===== config.mk =====
export PLATFORM = sky130hd
export DESIGN_NAME = ltc_line_term_regs
export DESIGN_NICKNAME = d
export VERILOG_FILES = /design/src/common/ltc_pkg.sv /design/src/core/ltc_countdown.sv /design/src/core/ltc_line_term_regs.sv
export SDC_FILE = /design/constraint.sdc
export NUM_CORES = 1
export LEC_CHECK = 0
export ABC_AREA = 0
export BUFFER_PORTS_ARGS = -buffer_cell sky130_fd_sc_hd__clkbuf_2
export CAP_MARGIN = 20
export CORE_UTILIZATION = 45
export CTS_CLUSTER_DIAMETER = 80
export DETAILED_ROUTE_END_ITERATION = 7
export PLACE_DENSITY = 0.68
export SYNTH_ARGS = -nofsm -noshare
export SYNTH_HDL_FRONTEND = slang
export SYNTH_SLANG_ARGS = --single-unit

===== constraint.sdc =====
create_clock -name mclk -period 2.9 [get_ports mclk]
set_input_delay 0.145 -clock mclk [delete_from_list [all_inputs] [get_ports mclk]]
set_output_delay 0.145 -clock mclk [all_outputs]
set_load 0.03 [all_outputs]

===== src/common/ltc_pkg.sv =====
package ltc_pkg;

  // Bus geometry
  localparam int APB_AW = 8;
  localparam int APB_DW = 32;

  // Register indices and byte addresses
  localparam int AC_IDX   = 'h1e;
  localparam int C5_IDX   = 'h1f;
  localparam int STAT_IDX = 'h30;
  localparam logic [APB_AW-1:0] AC_ADDR   = APB_AW'(AC_IDX * 4);
  localparam logic [APB_AW-1:0] C5_ADDR   = APB_AW'(C5_IDX * 4);
  localparam logic [APB_AW-1:0] STAT_ADDR = APB_AW'(STAT_IDX * 4);

  // Values after reset
  localparam logic [7:0] AC_RST = 8'h00;
  localparam logic [7:0] C5_RST = 8'h20;

  // Writable bits of the AC termination register
  localparam logic [7:0] AC_WR_MASK = 8'h3f;

  // Field positions
  localparam int AC_DBL_BIT  = 4;
  localparam int AC_IMP_LSB  = 0;
  localparam int C5_RSE_BIT  = 7;
  localparam int C5_FOH_LSB  = 5;
  localparam int C5_ONHOOK_SPEED_SECOND_BIT = 3;
  localparam int C5_RECEIVE_CORNER_SELECT_BIT = 1;
  localparam int C5_LINE_VOLTAGE_ZERO_FORCE_DISABLE_BIT = 0;

  // Field codes
  localparam logic [3:0] IMP_GLOBAL = 4'hf;
  localparam logic [1:0] FOH_512    = 2'h0;
  localparam logic [1:0] FOH_128    = 2'h1;
  localparam logic [1:0] FOH_64     = 2'h2;
  localparam logic [1:0] FOH_8      = 2'h3;
  localparam logic [1:0] SQ_SLOW    = 2'h3;
  localparam logic [1:0] ADJ_TOP    = 2'h3;
  localparam logic [1:0] MINI_LOW   = 2'h0;

  // Line voltage forcing window, one count per volt
  localparam logic signed [7:0] LV_FORCE_HI = 8'sh03;
  localparam logic signed [7:0] LV_FORCE_LO = 8'shfd;

  // Timing
  localparam int CLK_KHZ     = 40000;
  localparam int OFF_512_MS  = 512;
  localparam int OFF_128_MS  = 128;
  localparam int OFF_64_MS   = 64;
  localparam int OFF_8_MS    = 8;
  localparam int ON_FAST_US  = 500;
  localparam int ON_ETSI_MS  = 3;
  localparam int ON_SPARK_MS = 26;
  localparam int OFF_512_CYC  = OFF_512_MS * CLK_KHZ;
  localparam int OFF_128_CYC  = OFF_128_MS * CLK_KHZ;
  localparam int OFF_64_CYC   = OFF_64_MS * CLK_KHZ;
  localparam int OFF_8_CYC    = OFF_8_MS * CLK_KHZ;
  localparam int ON_FAST_CYC  = (ON_FAST_US * CLK_KHZ) / 1000;
  localparam int ON_ETSI_CYC  = ON_ETSI_MS * CLK_KHZ;
  localparam int ON_SPARK_CYC = ON_SPARK_MS * CLK_KHZ;
  localparam int CNT_W        = 25;

  typedef struct packed {
    logic              psel;
    logic              penable;
    logic              pwrite;
    logic [APB_AW-1:0] paddr;
    logic [APB_DW-1:0] pwdata;
  } ltc_apb_req_t;

  typedef struct packed {
    logic              pready;
    logic              pslverr;
    logic [APB_DW-1:0] prdata;
  } ltc_apb_rsp_t;

  typedef struct packed {
    logic       double_scale_mode;
    logic       raised_scale_mode;
    logic [3:0] ac_impedance_select;
    logic       impedance_global;
    logic [1:0] offhook_counter_length;
    logic       onhook_speed_second;
    logic       receive_corner_select;
    logic       line_voltage_zero_force_disable;
    logic       pin_voltage_top;
    logic       scale_setup_ok;
  } ltc_cfg_t;

  localparam ltc_cfg_t CFG_RST = '{
    offhook_counter_length: C5_RST[6:5],
    scale_setup_ok:         1'b1,
    default:                '0
  };

endpackage


===== src/core/ltc_countdown.sv =====
`timescale 1ns/1ps
module ltc_countdown (
  // Clock and reset
  input  wire logic                      mclk,
  input  wire logic                      rst_b,
  // Control
  input  wire logic                      start,
  input  wire logic [ltc_pkg::CNT_W-1:0] load,
  // Status
  output      logic                      busy,
  output      logic                      done
);
  import ltc_pkg::*;

  typedef struct packed {
    logic [CNT_W-1:0] cnt;
    logic             busy;
    logic             done;
  } ltc_cd_state_t;

  ltc_cd_state_t st_r;
  ltc_cd_state_t st_nxt;

  // Busy stays high for exactly load cycles; a zero load counts as one
  always_comb begin
    st_nxt      = st_r;
    st_nxt.done = 1'b0;
    if (start) begin
      st_nxt.cnt  = (load == '0) ? CNT_W'(1) : load;
      st_nxt.busy = 1'b1;
    end else if (st_r.busy) begin
      if (st_r.cnt == CNT_W'(1)) begin
        st_nxt.cnt  = '0;
        st_nxt.busy = 1'b0;
        st_nxt.done = 1'b1;
      end else begin
        st_nxt.cnt = st_r.cnt - CNT_W'(1);
      end
    end
  end

  always_ff @(posedge mclk or negedge rst_b) begin
    if (!rst_b) begin
      st_r <= '0;
    end else begin
      st_r <= st_nxt;
    end
  end

  assign busy = st_r.busy;
  assign done = st_r.done;
endmodule


===== src/core/ltc_line_term_regs.sv =====
// Overview of operation
// RULE1: AC register bit 4 selects doubled transmit/receive full scale, else default.
// RULE2: Software sets voltage adjust to all ones when doubled scale is on.
// RULE3: AC bits 3:0 select off-hook termination; 1111 selects global impedance.
// RULE4: Reduced line-side variant: software writes zero to impedance bits 3:2, 0.
// RULE5: Control-5 bit 7 raises converter full scale to +3.2 dBm.
// RULE6: With raised scale, software sets adjust all ones, minimum current zero.
// RULE7: Control-5 bits 6:5 pick off-hook count 512/128/64/8 ms; reset 01.
// RULE8: Software writes zero to control-5 reserved bits 4 and 2.
// RULE9: Speed bits and spark quench pick on-hook time: 0.5, 3, 26 ms.
// RULE10: Control-5 bit 1 puts receive corner at 5 Hz or 200 Hz.
// RULE11: Bit 0 clear forces line voltage to zero at 3 V or less.
// RULE12: Line voltage reading is 8-bit two's complement, one volt per count.
// RULE13: Voltage adjust code all ones selects the highest pin voltage.
// RULE14: AC bits 7:6 read zero; bit 5 takes any value harmlessly.
`timescale 1ns/1ps
module ltc_line_term_regs #(
  parameter int unsigned OFF_512_P  = ltc_pkg::OFF_512_CYC,
  parameter int unsigned OFF_128_P  = ltc_pkg::OFF_128_CYC,
  parameter int unsigned OFF_64_P   = ltc_pkg::OFF_64_CYC,
  parameter int unsigned OFF_8_P    = ltc_pkg::OFF_8_CYC,
  parameter int unsigned ON_FAST_P  = ltc_pkg::ON_FAST_CYC,
  parameter int unsigned ON_ETSI_P  = ltc_pkg::ON_ETSI_CYC,
  parameter int unsigned ON_SPARK_P = ltc_pkg::ON_SPARK_CYC
) (
  // Clock and reset
  input  wire logic                  mclk,
  input  wire logic                  rst_b,
  // APB slave
  input  wire ltc_pkg::ltc_apb_req_t apb_req,
  output      ltc_pkg::ltc_apb_rsp_t apb_rsp,
  // Settings held in neighbouring registers
  input  wire logic                  hook_control_bit,
  input  wire logic                  onhook_speed_first,
  input  wire logic [1:0]            spark_quench_select,
  input  wire logic [1:0]            tip_ring_voltage_adjust,
  input  wire logic [1:0]            minimum_loop_current,
  // Line voltage sense
  input  wire logic [7:0]            line_voltage_raw,
  output      logic [7:0]            line_voltage_reading,
  // Settings to the line side
  output      ltc_pkg::ltc_cfg_t     cfg,
  // Hook sequencing
  output      logic                  offhook_busy,
  output      logic                  offhook_settled,
  output      logic                  loop_release_active
);
  import ltc_pkg::*;

  typedef struct packed {
    ltc_apb_rsp_t rsp;
    logic [7:0]   ac_reg;
    logic [7:0]   c5_reg;
    ltc_cfg_t     cfg;
    logic         hook_q;
    logic         settled;
    logic [7:0]   lv;
  } ltc_top_state_t;

  ltc_top_state_t    st_r;
  ltc_top_state_t    st_nxt;
  logic              setup;
  logic              wr;
  logic              wr_ac;
  logic              wr_c5;
  logic              off_start;
  logic              on_start;
  logic              off_done;
  logic [CNT_W-1:0]  off_load;
  logic [CNT_W-1:0]  on_load;
  logic signed [7:0] lv_s;
  logic              lv_force;
  logic              scale_ok;
  logic [7:0]        stat_byte;

  // Bus phase decode
  assign setup = apb_req.psel && !apb_req.penable;
  assign wr    = apb_req.psel && apb_req.penable && st_r.rsp.pready
                 && apb_req.pwrite;
  assign wr_ac = wr && apb_req.paddr == AC_ADDR;
  assign wr_c5 = wr && apb_req.paddr == C5_ADDR;

  // Hook edges start the two sequencing timers
  assign off_start = hook_control_bit && !st_r.hook_q;
  assign on_start  = !hook_control_bit && st_r.hook_q;

  // Line voltage forcing near zero volts
  assign lv_s     = line_voltage_raw;
  assign lv_force = !st_r.cfg.line_voltage_zero_force_disable   // RULE11
                    && lv_s >= LV_FORCE_LO && lv_s <= LV_FORCE_HI;

  // Full-scale modes only run cleanly with matching loop settings
  assign scale_ok =
    (!st_r.cfg.double_scale_mode || tip_ring_voltage_adjust == ADJ_TOP)
    && (!st_r.cfg.raised_scale_mode
        || (tip_ring_voltage_adjust == ADJ_TOP
            && minimum_loop_current == MINI_LOW));

  assign stat_byte = {3'h0, st_r.cfg.pin_voltage_top, st_r.cfg.scale_setup_ok,
                      loop_release_active, offhook_busy, st_r.settled};

  // Off-hook counter length
  always_comb begin
    case (st_r.cfg.offhook_counter_length)                      // RULE7
      FOH_512: off_load = CNT_W'(OFF_512_P);
      FOH_128: off_load = CNT_W'(OFF_128_P);
      FOH_64:  off_load = CNT_W'(OFF_64_P);
      default: off_load = CNT_W'(OFF_8_P);
    endcase
  end

  // On-hook release time, hook clear to zero loop current
  always_comb begin
    if (onhook_speed_first && spark_quench_select == SQ_SLOW) begin // RULE9
      on_load = CNT_W'(ON_SPARK_P);
    end else if (!onhook_speed_first && st_r.cfg.onhook_speed_second) begin
      on_load = CNT_W'(ON_ETSI_P);
    end else begin
      on_load = CNT_W'(ON_FAST_P);
    end
  end

  always_comb begin
    st_nxt = st_r;

    // Register writes take effect at the completing access edge
    if (wr_ac) begin
      st_nxt.ac_reg = apb_req.pwdata[7:0] & AC_WR_MASK;         // RULE14
    end else if (wr_c5) begin
      st_nxt.c5_reg = apb_req.pwdata[7:0];
    end

    // Settings other than scale_setup_ok and pin_voltage_top follow the register contents in the same cycle
    st_nxt.cfg.double_scale_mode   = st_nxt.ac_reg[AC_DBL_BIT];  // RULE1
    st_nxt.cfg.ac_impedance_select =
      st_nxt.ac_reg[AC_IMP_LSB +: 4];                           // RULE3
    st_nxt.cfg.impedance_global    =
      st_nxt.ac_reg[AC_IMP_LSB +: 4] == IMP_GLOBAL;             // RULE3
    st_nxt.cfg.raised_scale_mode   = st_nxt.c5_reg[C5_RSE_BIT];  // RULE5
    st_nxt.cfg.offhook_counter_length =
      st_nxt.c5_reg[C5_FOH_LSB +: 2];                           // RULE7
    st_nxt.cfg.onhook_speed_second = st_nxt.c5_reg[C5_ONHOOK_SPEED_SECOND_BIT]; // RULE9
    st_nxt.cfg.receive_corner_select =
      st_nxt.c5_reg[C5_RECEIVE_CORNER_SELECT_BIT];                               // RULE10
    st_nxt.cfg.line_voltage_zero_force_disable =
      st_nxt.c5_reg[C5_LINE_VOLTAGE_ZERO_FORCE_DISABLE_BIT];                               // RULE11
    st_nxt.cfg.pin_voltage_top =
      tip_ring_voltage_adjust == ADJ_TOP;                       // RULE13
    st_nxt.cfg.scale_setup_ok = scale_ok;

    // Line voltage, passed through as a signed volt count
    st_nxt.lv = lv_force ? 8'h00 : line_voltage_raw;            // RULE12

    // Hook tracking; the hook falling wins over a finished count
    st_nxt.hook_q = hook_control_bit;
    if (off_done && hook_control_bit) begin
      st_nxt.settled = 1'b1;
    end else if (!hook_control_bit || off_start) begin
      st_nxt.settled = 1'b0;
    end

    // Answer one cycle after setup; no wait states
    st_nxt.rsp.pready  = setup;
    st_nxt.rsp.pslverr = 1'b0;
    st_nxt.rsp.prdata  = '0;
    if (setup) begin
      if (apb_req.paddr == AC_ADDR) begin
        st_nxt.rsp.prdata = {24'h0, st_r.ac_reg & AC_WR_MASK}; // RULE14
      end else if (apb_req.paddr == C5_ADDR) begin
        st_nxt.rsp.prdata = {24'h0, st_r.c5_reg};
      end else if (apb_req.paddr == STAT_ADDR) begin
        st_nxt.rsp.prdata = {24'h0, stat_byte};
      end else begin
        st_nxt.rsp.pslverr = 1'b1;
      end
    end
  end

  always_ff @(posedge mclk or negedge rst_b) begin
    if (!rst_b) begin
      st_r        <= '0;
      st_r.ac_reg <= AC_RST;
      st_r.c5_reg <= C5_RST;
      st_r.cfg    <= CFG_RST;
    end else begin
      st_r <= st_nxt;
    end
  end

  ltc_countdown u_offhook (
    .mclk  (mclk),
    .rst_b (rst_b),
    .start (off_start),
    .load  (off_load),
    .busy  (offhook_busy),
    .done  (off_done)
  );

  ltc_countdown u_onhook (
    .mclk  (mclk),
    .rst_b (rst_b),
    .start (on_start),
    .load  (on_load),
    .busy  (loop_release_active),
    .done  ()
  );

  assign apb_rsp              = st_r.rsp;
  assign cfg                  = st_r.cfg;
  assign line_voltage_reading = st_r.lv;
  assign offhook_settled      = st_r.settled;
endmodule


* Yosys cells after proc, flatten, opt, wreduce, memory -nomap -nowiden
Index checks and enable logic that the tools add are counted.
** Cells by class
- Add/sub/neg operators :: 2
- $lt $le $gt $ge :: 2
- Equality and inequality tests :: 10
- Mux-type cells :: 27
- Bitwise gates (word level) :: 1
- Reduce and logical (&&, ||, !) cells :: 33
** Operators by type and width (number)
- 25-bit two-way mux :: 3
- 25-bit case mux with 3 select lines :: 1
- 27-bit two-way mux :: 2
- 26-bit two-way mux :: 2
- 25-bit by 1-bit equality test with 1-bit output (second input constant) :: 2
- 25-bit logical NOT :: 2
- 25-bit by 1-bit subtractor with 25-bit output (second input constant) :: 2
- 20-bit two-way mux :: 2
- 8-bit two-way mux :: 5
- 33-bit two-way mux :: 1
- 17-bit two-way mux :: 1
- 8-bit by 7-bit equality test with 1-bit output (second input constant) :: 2
- 1-bit logical AND :: 15
- 5-bit two-way mux :: 2
- 8-bit equality test (second input constant) :: 1
- 8-bit by 3-bit greater-or-equal comparator with 1-bit output (second input constant) :: 1
- 8-bit by 3-bit <= comparator with 1-bit output (second input constant) :: 1
- 1-bit logical NOT :: 7
- 2-bit equality test (second input constant) :: 3
- 1-bit two-way mux :: 6
- 2-bit nonzero test :: 3
- 4-bit equality test (second input constant) :: 1
- 2-bit logical NOT :: 2
- 2-bit two-way mux :: 2
- 4 further kinds :: 6
** Storage, ports and cells
- Register bits after elaboration :: 125
- Output and inout port bits :: 59
- Logic and storage cells :: 100

* Logic depth before layout (Yosys ltp)
Gate-level depths: netlist of the first run.
- Depth in word-level cells :: 7
- Depth in mapped cells :: 9
- Depth with buffers taken out :: 8

* Cells and area by module
A second synthesis of the first run with hierarchy kept.
** Second synthesis, totals
- Cell total of the unflattened synthesis :: 625
- Area, all modules :: 5743.0 um2
** Modules (own cells, without submodules)
- ltc_countdown :: times used 2, cells each 214, area an instance 1793.0 um2, seq. area each 675.6 um2
- ltc_line_term_regs :: times used 1, cells each 197, area an instance 2157.1 um2, seq. area each 928.4 um2

* Worst setup path before layout of the first run
Ideal clock, no wire load.
- Path type :: register -> register
- Start :: register u_offhook.st_r[2] (netlist name)
- End :: register u_offhook.st_r[20] (netlist name)
- Library setup time :: 0.133 ns
- Arrival :: 2.003 ns
- Setup slack :: 0.764 ns
- Stages on the path, launching flop included :: 10
- Buffers on the path :: 1
- Clock period less this slack :: 2.136 ns
- Cells stage by stage :: dfrtp_1 -> inv_1 -> ha_1 -> or4b_1 -> clkbuf_1 -> or3_1 -> nor2_1 -> o21ai_0 -> a21oi_1 -> a21oi_1
** On the way
- Longest elaborated chain between the ends :: 4
- Elaborated cells on any way between the ends :: 5
- Classes of those cells :: add/sub: 1; eq/ne: 1; mux: 3
** RTL lines
- start, declared :: RTL line ltc_countdown.sv:21 : ltc_cd_state_t st_r;
- start signal, assigned :: RTL line ltc_countdown.sv:46 : st_r <= st_nxt;
- 25-bit by 1-bit subtractor with 25-bit output or 25-bit by 1-bit equality test with 1-bit output (tied branches) :: RTL line ltc_countdown.sv:37, ltc_countdown.sv:32
- 25-bit two-way mux (*) :: RTL line ltc_countdown.sv:32 : if (st_r.cnt == CNT_W'(1)) begin
- 27-bit two-way mux (*) :: RTL line ltc_countdown.sv:31 : end else if (st_r.busy) begin
- 26-bit two-way mux (*) :: RTL line ltc_countdown.sv:28 : if (start) begin
Every way passes the cells marked *; elsewhere a longest branch is shown, timed or not. The select of a mux whose other input is x is not followed.
A chain may end at the register's enable or synchronous reset.

* Final worst setup path of the first run
Ends and elaborated chain as after synthesis.

==> summary.txt, run 1 <==
status: complete, no violations
RSZ-0062 raised after global routing: no
f_max: 405 MHz
ys async rst share: 100%
endpoints failing setup: 0
die height: 109 µm
Tcrit/Tclk final: 85.1%
I/O Buffers: 71
DRT Wirelength: 12100 µm
worst path arrival time: 2680 ps
global route total overflow: 0
Clock Path Buffers: 2
TritonCTS clock tree: built
min-delay worst type: in2reg
Internal Power: 2.45 mW
CTS H-tree depth: 3
First-pass DRT Iterations: 5
top-count cell post-synth: dfrtp_1
wire per inst: 16.0 µm
post-synth top area share: 42.5%
power share of the clock group: 31.1%
Synth Register Bits: 90
Final Hold Fails: 0
Max FO, Critical Path: 7
via/cell ratio: 5.76
Die Wd: 109 µm
post-CTS setup buffers: 0
via count: 4335
Synth Area in Adders: 2.66%
CP startpoint kind: register
crit path from: u_offhook.st_r[2]$_DFFE_PN0P_
delay-heaviest family, CP: simple AND/OR/NAND/NOR gates
Layout fillers: 1049
Max stage delay cell, worst path: or4b_1
Least-Margin Pin Slew: 691 ps
Switch Pwr: 1.22 mW
switch share: 33.3%
Synth Area per Inst: 9.15 µm²
# IOs: 120
Initial Util: 46.9%
Cells after Synth: 566
synth unique cells: 63
Tot GR Track Use: 21.9%
Most common cell on crit path: a21oi_1
area delta synth->final: 9.81%
antenna violation net count after detailed routing: 0
vias in the first global route: 4236
Total Power: 3.67 mW
CTS Hold Bufs: 2
clk_lat worst skew: 340 ps
Ys Warns: 0
root buffer cell: clkbuf_16
layout cells sized above 1: 20.7%
CTS buffer count: 9
Post-Syn Area: 0.00518 mm²
core box area: 0.0110 mm²
CP Class: reg2reg
mux share of post-synthesis cell area: 3.24%
xor and xnor area share after synthesis: 0.338%
largest net degree at the start of global routing: 49
share of the yosys chip area belonging to registers: 43.6%
row cnt: 38
Post-synth EDFFs: 0
largest family of logic cells by synthesized area: simple AND/OR/NAND/NOR gates
Slew Limit Fails: 0
Crit path largest cell delay: 630 ps
drt drc: 0
top cell type by total area after synthesis: dfrtp_1
initial DRC count: 281
r2r startpoint: u_offhook.st_r[2]$_DFFE_PN0P_
nets@finish: 681
Antenna diodes: 0
setup TNS: 0 ps
fin cells: 753
ranking of synthesized cells by instance count: dfrtp_1, nor2_1, buf_4
Max Cap Viol: 0
# clock sinks: 90
Fin Hold WS: 37.7 ps
crit end category: register
ys flop type: dfrtp_1
Peak VDD IR: 0.000500 V
initial antenna violation count: 0
placed cells: 736
crit path buf inv count: 1
critical path cell sequence: inv_1, ha_1, or4b_1, or3_1, nor2_1, o21ai_0, a21oi_1, a21oi_1
global-route wire length before repair: 20500 µm
worst hold start: apb_req[6]
part of the power in combinational logic: 24.5%
Compound-Gate Fraction of Synth Area: 16.0%
Clock transition at path regs: 60 ps
full die area: 0.0119 mm²
minimum period implied by the final worst setup slack: 2470 ps
CP Data Required Time: 3120 ps
post-cts sizing count: 0
GP Congestion: 0.869
Reg power frac: 44.4%
Slew HR: 53.5%
Pwr Density: 646 mW/mm²
static leakage: 2.63 nW
DP HPWL: 8730 µm
post-synthesis simple-gate area fraction: 22.9%
Layout Skew: 3.61 ps
top post-synthesis cells by area: dfrtp_1, buf_4, nor2_1, a21oi_1, o21ai_0
==> metrics by stage <==
step | cell area, µm² | util, % | setup WS, ps
after global placement | 5380 | 48.8 | 490
after CTS | 5680 | 51.5 | 459
final | 5680 | 51.5 | 434
after floorplan | 5260 | - | 764
after global routing | 5680 | 51.5 | 279
after detailed placement | 5380 | 48.8 | 470
==> flip-flops by register name, indices dropped and copies added (netlist names) <==
signal,cells
u_onhook.st_r,25
u_onhook.busy,1
offhook_settled,1
u_offhook.st_r,25
u_offhook.busy,1
u_offhook.done,1
cfg,7
st_r,11
apb_rsp,10
line_voltage_reading,8
==> routing by layer <==
layer / global-route usage (%) / share of wire (%) / vias up
li1: - / - / 2049
met1: 27.9 / 44 / 2111
met2: 37.0 / 49 / 156
met3: 4.06 / 5.6 / 19
met4: 7.52 / 1.6 / 0
met5: 0 / 0 / -
==> cell type report <==
cell class	count	area [µm²]	share of cell area (%)
multi-input cells	407	2420	42.6
flip-flops and latches	90	2250	39.7
repair buffers	86	488	8.58
clock buffers	12	246	4.34
well taps	140	175	3.08
inverters	15	56.3	0.991
clock inverters	3	40.0	0.704
==> power groups by stage <==
stage	Combinational (mW)	Sequential, mW	Clock (mW)
after global placement	0.856	1.63	0
after detailed placement	0.884	1.64	0
after global routing	1.01	1.66	1.22
after CTS	0.892	1.62	1.17
final	0.901	1.63	1.14
after floorplan	0.736	1.59	0
==> cells in the final DEF, fill, tap and decap left out, types with 4 or more instances in the layout <==
master | netlist | final
and4_1 | 4 | 4
inv_1 | 15 | 15
nor4_2 | 4 | 4
a21o_1 | 4 | 4
a31oi_1 | 14 | 14
o31ai_1 | 5 | 5
conb_1 | 1 | 24
mux2_2 | 14 | 14
o22a_1 | 4 | 4
a222oi_1 | 5 | 5
ha_1 | 11 | 11
nand2b_1 | 8 | 8
nor3_1 | 19 | 19
and2_1 | 10 | 10
nand2_1 | 44 | 44
o21ai_1 | 4 | 4
clkbuf_2 | 0 | 70
buf_4 | 57 | 13
clkbuf_16 | 0 | 9
nand4_1 | 9 | 9
a21oi_1 | 38 | 38
nand3_1 | 16 | 16
dfrtp_1 | 88 | 88
o21ai_0 | 34 | 34
nor2_1 | 60 | 60
nor4_1 | 12 | 12
or3_1 | 8 | 8
nor2b_1 | 6 | 6
==> final timing paths <==
check / cells after the start / slack, ps / to
max reg2reg: 8 / 430 / u_offhook.st_r[20]$_DFFE_PN0P_
max: 8 / 430 / u_offhook.st_r[20]$_DFFE_PN0P_
min reg2reg: 1 / 480 / u_onhook.st_r[10]$_DFFE_PN0P_
min: 2 / 40 / st_r[30]$_DFFE_PN0P_
min in group asynchronous: 2 / 380 / st_r[37]$_DFFE_PN0P_
max in group asynchronous: 3 / 1830 / cfg[0]$_DFF_PN1_
==> kinds of logic (layout without fill, tap and decap cells) <==
family | Yosys count | after routing
other | 1 | 24
DFF | 90 | 90
adders and majority gates | 11 | 11
muxes | 15 | 15
AOI/OAI and AO/OA | 132 | 132
and+or+nand+nor | 223 | 223
buffers and inverters | 92 | 116
xor gates and xnor gates | 2 | 2
Power figures use the tool's default switching activity.
==> run 2: changes to the inputs <==
==> constraint.sdc (replaced) <==
create_clock -name mclk -period 2.75 [get_ports mclk]
set_input_delay 0.1375 -clock mclk [delete_from_list [all_inputs] [get_ports mclk]]
set_output_delay 0.1375 -clock mclk [all_outputs]
set_load 0.03 [all_outputs]
==> summary.txt, run 2 (synthesis gave the netlist of run 1 again) <==
Max FO, Critical Path: 7 (unchanged)
worst path arrival time: 2690 ps (about the same)
Layout fillers: 982 (-6.4%)
Layout Skew: 3.71 ps (+0.100 ps)
Tcrit/Tclk final: 90.0% (+4.9 points)
Pwr Density: 714 mW/mm² (+10%)
Clock Path Buffers: 2 (unchanged)
# IOs: 120 (unchanged)
Max Cap Viol: 0 (unchanged)
Peak VDD IR: 0.000444 V (-11%)
fin cells: 755 (+0.27%)
CTS H-tree depth: 3 (unchanged)
antenna violation net count after detailed routing: 0 (unchanged)
minimum period implied by the final worst setup slack: 2470 ps (+7.31 ps)
Area after DPL: 0.00539 mm² (+0.14%)
crit end category: register
First-pass DRT Iterations: 5 (unchanged)
DP HPWL: 8480 µm (-2.9%)
TritonCTS clock tree: built
setup TNS: 0 ps (unchanged)
CP Data Required Time: 2970 ps (-150 ps)
full die area: 0.0119 mm² (unchanged)
initial DRC count: 252 (-10%)
core box area: 0.0110 mm² (unchanged)
layout cells sized above 1: 21.3% (+0.58 points)
wire per inst: 15.7 µm (-2.1%)
vias in the first global route: 4067 (-4.0%)
area delta synth->final: 11.4%
GP Congestion: 0.947 (+9.0%)
CP startpoint kind: register
global-route wire length before repair: 19800 µm (-3.4%)
Antenna diodes: 0 (unchanged)
clk_lat worst skew: 340 ps (about the same)
Die Wd: 109 µm (unchanged)
global route total overflow: 0 (unchanged)
Tot GR Track Use: 21.3% (-0.56 points)
drt drc: 0 (unchanged)
Clock transition at path regs: 60 ps (about the same)
largest net degree at the start of global routing: 76 (+55%)
via/cell ratio: 5.62 (-2.5%)
Slew HR: 51.8% (-1.6 points)
placed cells: 737 (+0.14%)
endpoints failing setup: 0 (unchanged)
DRT Wirelength: 11900 µm (-1.9%)
CTS buffer count: 9 (unchanged)
I/O Buffers: 71 (unchanged)
CP Class: reg2reg
Least-Margin Pin Slew: 720 ps (+29.2 ps)
via count: 4240 (-2.2%)
static leakage: 2.67 nW (+1.5%)
nets@finish: 682 (+0.15%)
row cnt: 38 (unchanged)
root buffer cell: clkbuf_16
die height: 109 µm (unchanged)
Initial Util: 46.9% (unchanged)
Final Cell Area: 0.00577 mm² (+1.4%)
f_max: 404 MHz (-0.30%)
status: complete, no violations
initial antenna violation count: 0 (unchanged)
RSZ-0062 raised after global routing: no
most frequent cells in the layout: dfrtp_1, clkbuf_2, nor2_1, nand2_1, a21oi_1
Final Hold Fails: 0 (unchanged)
Slew Limit Fails: 0 (unchanged)
min-delay worst type: in2reg
# clock sinks: 90 (unchanged)
biggest regs: u_offhook.st_r (25), u_onhook.st_r (25), st_r (11)
commonest non-fill, non-tap cell in the layout: dfrtp_1
-- run 2: per-layer routing --
metal	part of all wire, %	track usage [%]
met1	44	27.7
met3	5.2	3.59
met5	0	0
met4	1.6	8.38
met2	49	35.3
-- run 2: per-stage QoR --
| step | utilization, % | worst slack [ps] | power, mW | hold slack, ps |
|---|---|---|---|---|
| after floorplan | - | 614 | 2.46 | -158 |
| after global placement | 48.8 | 404 | 2.62 | 9.51 |
| after detailed placement | 48.8 | 354 | 2.66 | 15.7 |
| after CTS | 52.3 | 336 | 4.13 | 15.3 |
| after global routing | 52.3 | 145 | 4.34 | 22.9 |
| final | 52.3 | 276 | 4.11 | 19.1 |
-- run 2: worst paths after layout --
path | startpoint | slack, ps | cells past startpoint | end
hold / removal | line_voltage_raw[0] | 20 | 2 | line_voltage_reading[0]$_DFF_PN0_
setup / recovery | u_offhook.st_r[2]$_DFFE_PN0P_ | 280 | 8 | u_offhook.st_r[20]$_DFFE_PN0P_
hold reg to reg | u_onhook.st_r[25]$_DFFE_PN0P_ | 480 | 1 | u_onhook.st_r[25]$_DFFE_PN0P_
max in group asynchronous | rst_b | 1900 | 3 | cfg[0]$_DFF_PN1_
min in group asynchronous | rst_b | 210 | 2 | u_offhook.st_r[24]$_DFFE_PN0P_
setup reg to reg | u_offhook.st_r[2]$_DFFE_PN0P_ | 280 | 8 | u_offhook.st_r[20]$_DFFE_PN0P_
-- run 2: final cells by class --
class	count	area, µm²	area share, %
Multi-Input combinational cell	407	2420	42.0
Sequential cell	90	2250	39.1
Timing Repair Buffer	87	495	8.59
Clock buffer	11	253	4.38
Tap cell	140	175	3.04
Clock inverter	5	108	1.87
Inverter	15	56.3	0.977
-- run 2: where the power goes --
group          total [mW]  switching, mW  internal, mW
sequential           1.72          0.211          1.51
clock                1.46          0.514         0.942
combinational       0.942          0.584         0.358
total                4.11           1.31          2.81
-- run 2: repair_timing --
action | in CTS | in global routing
hold buffers | 2 | 0
setup buffers | 0 | 0
gates resized for setup | 0 | 0
endpoints found under the hold margin | 16 | 0
-- run 2: critical path, cell delays in order (launching register included) --
cell and delay (ps):
dfrtp_1 430, inv_1 80, ha_1 260, or4b_1 620
or3_1 450, nor2_1 160, o21ai_0 90, a21oi_1 200
a21oi_1 60
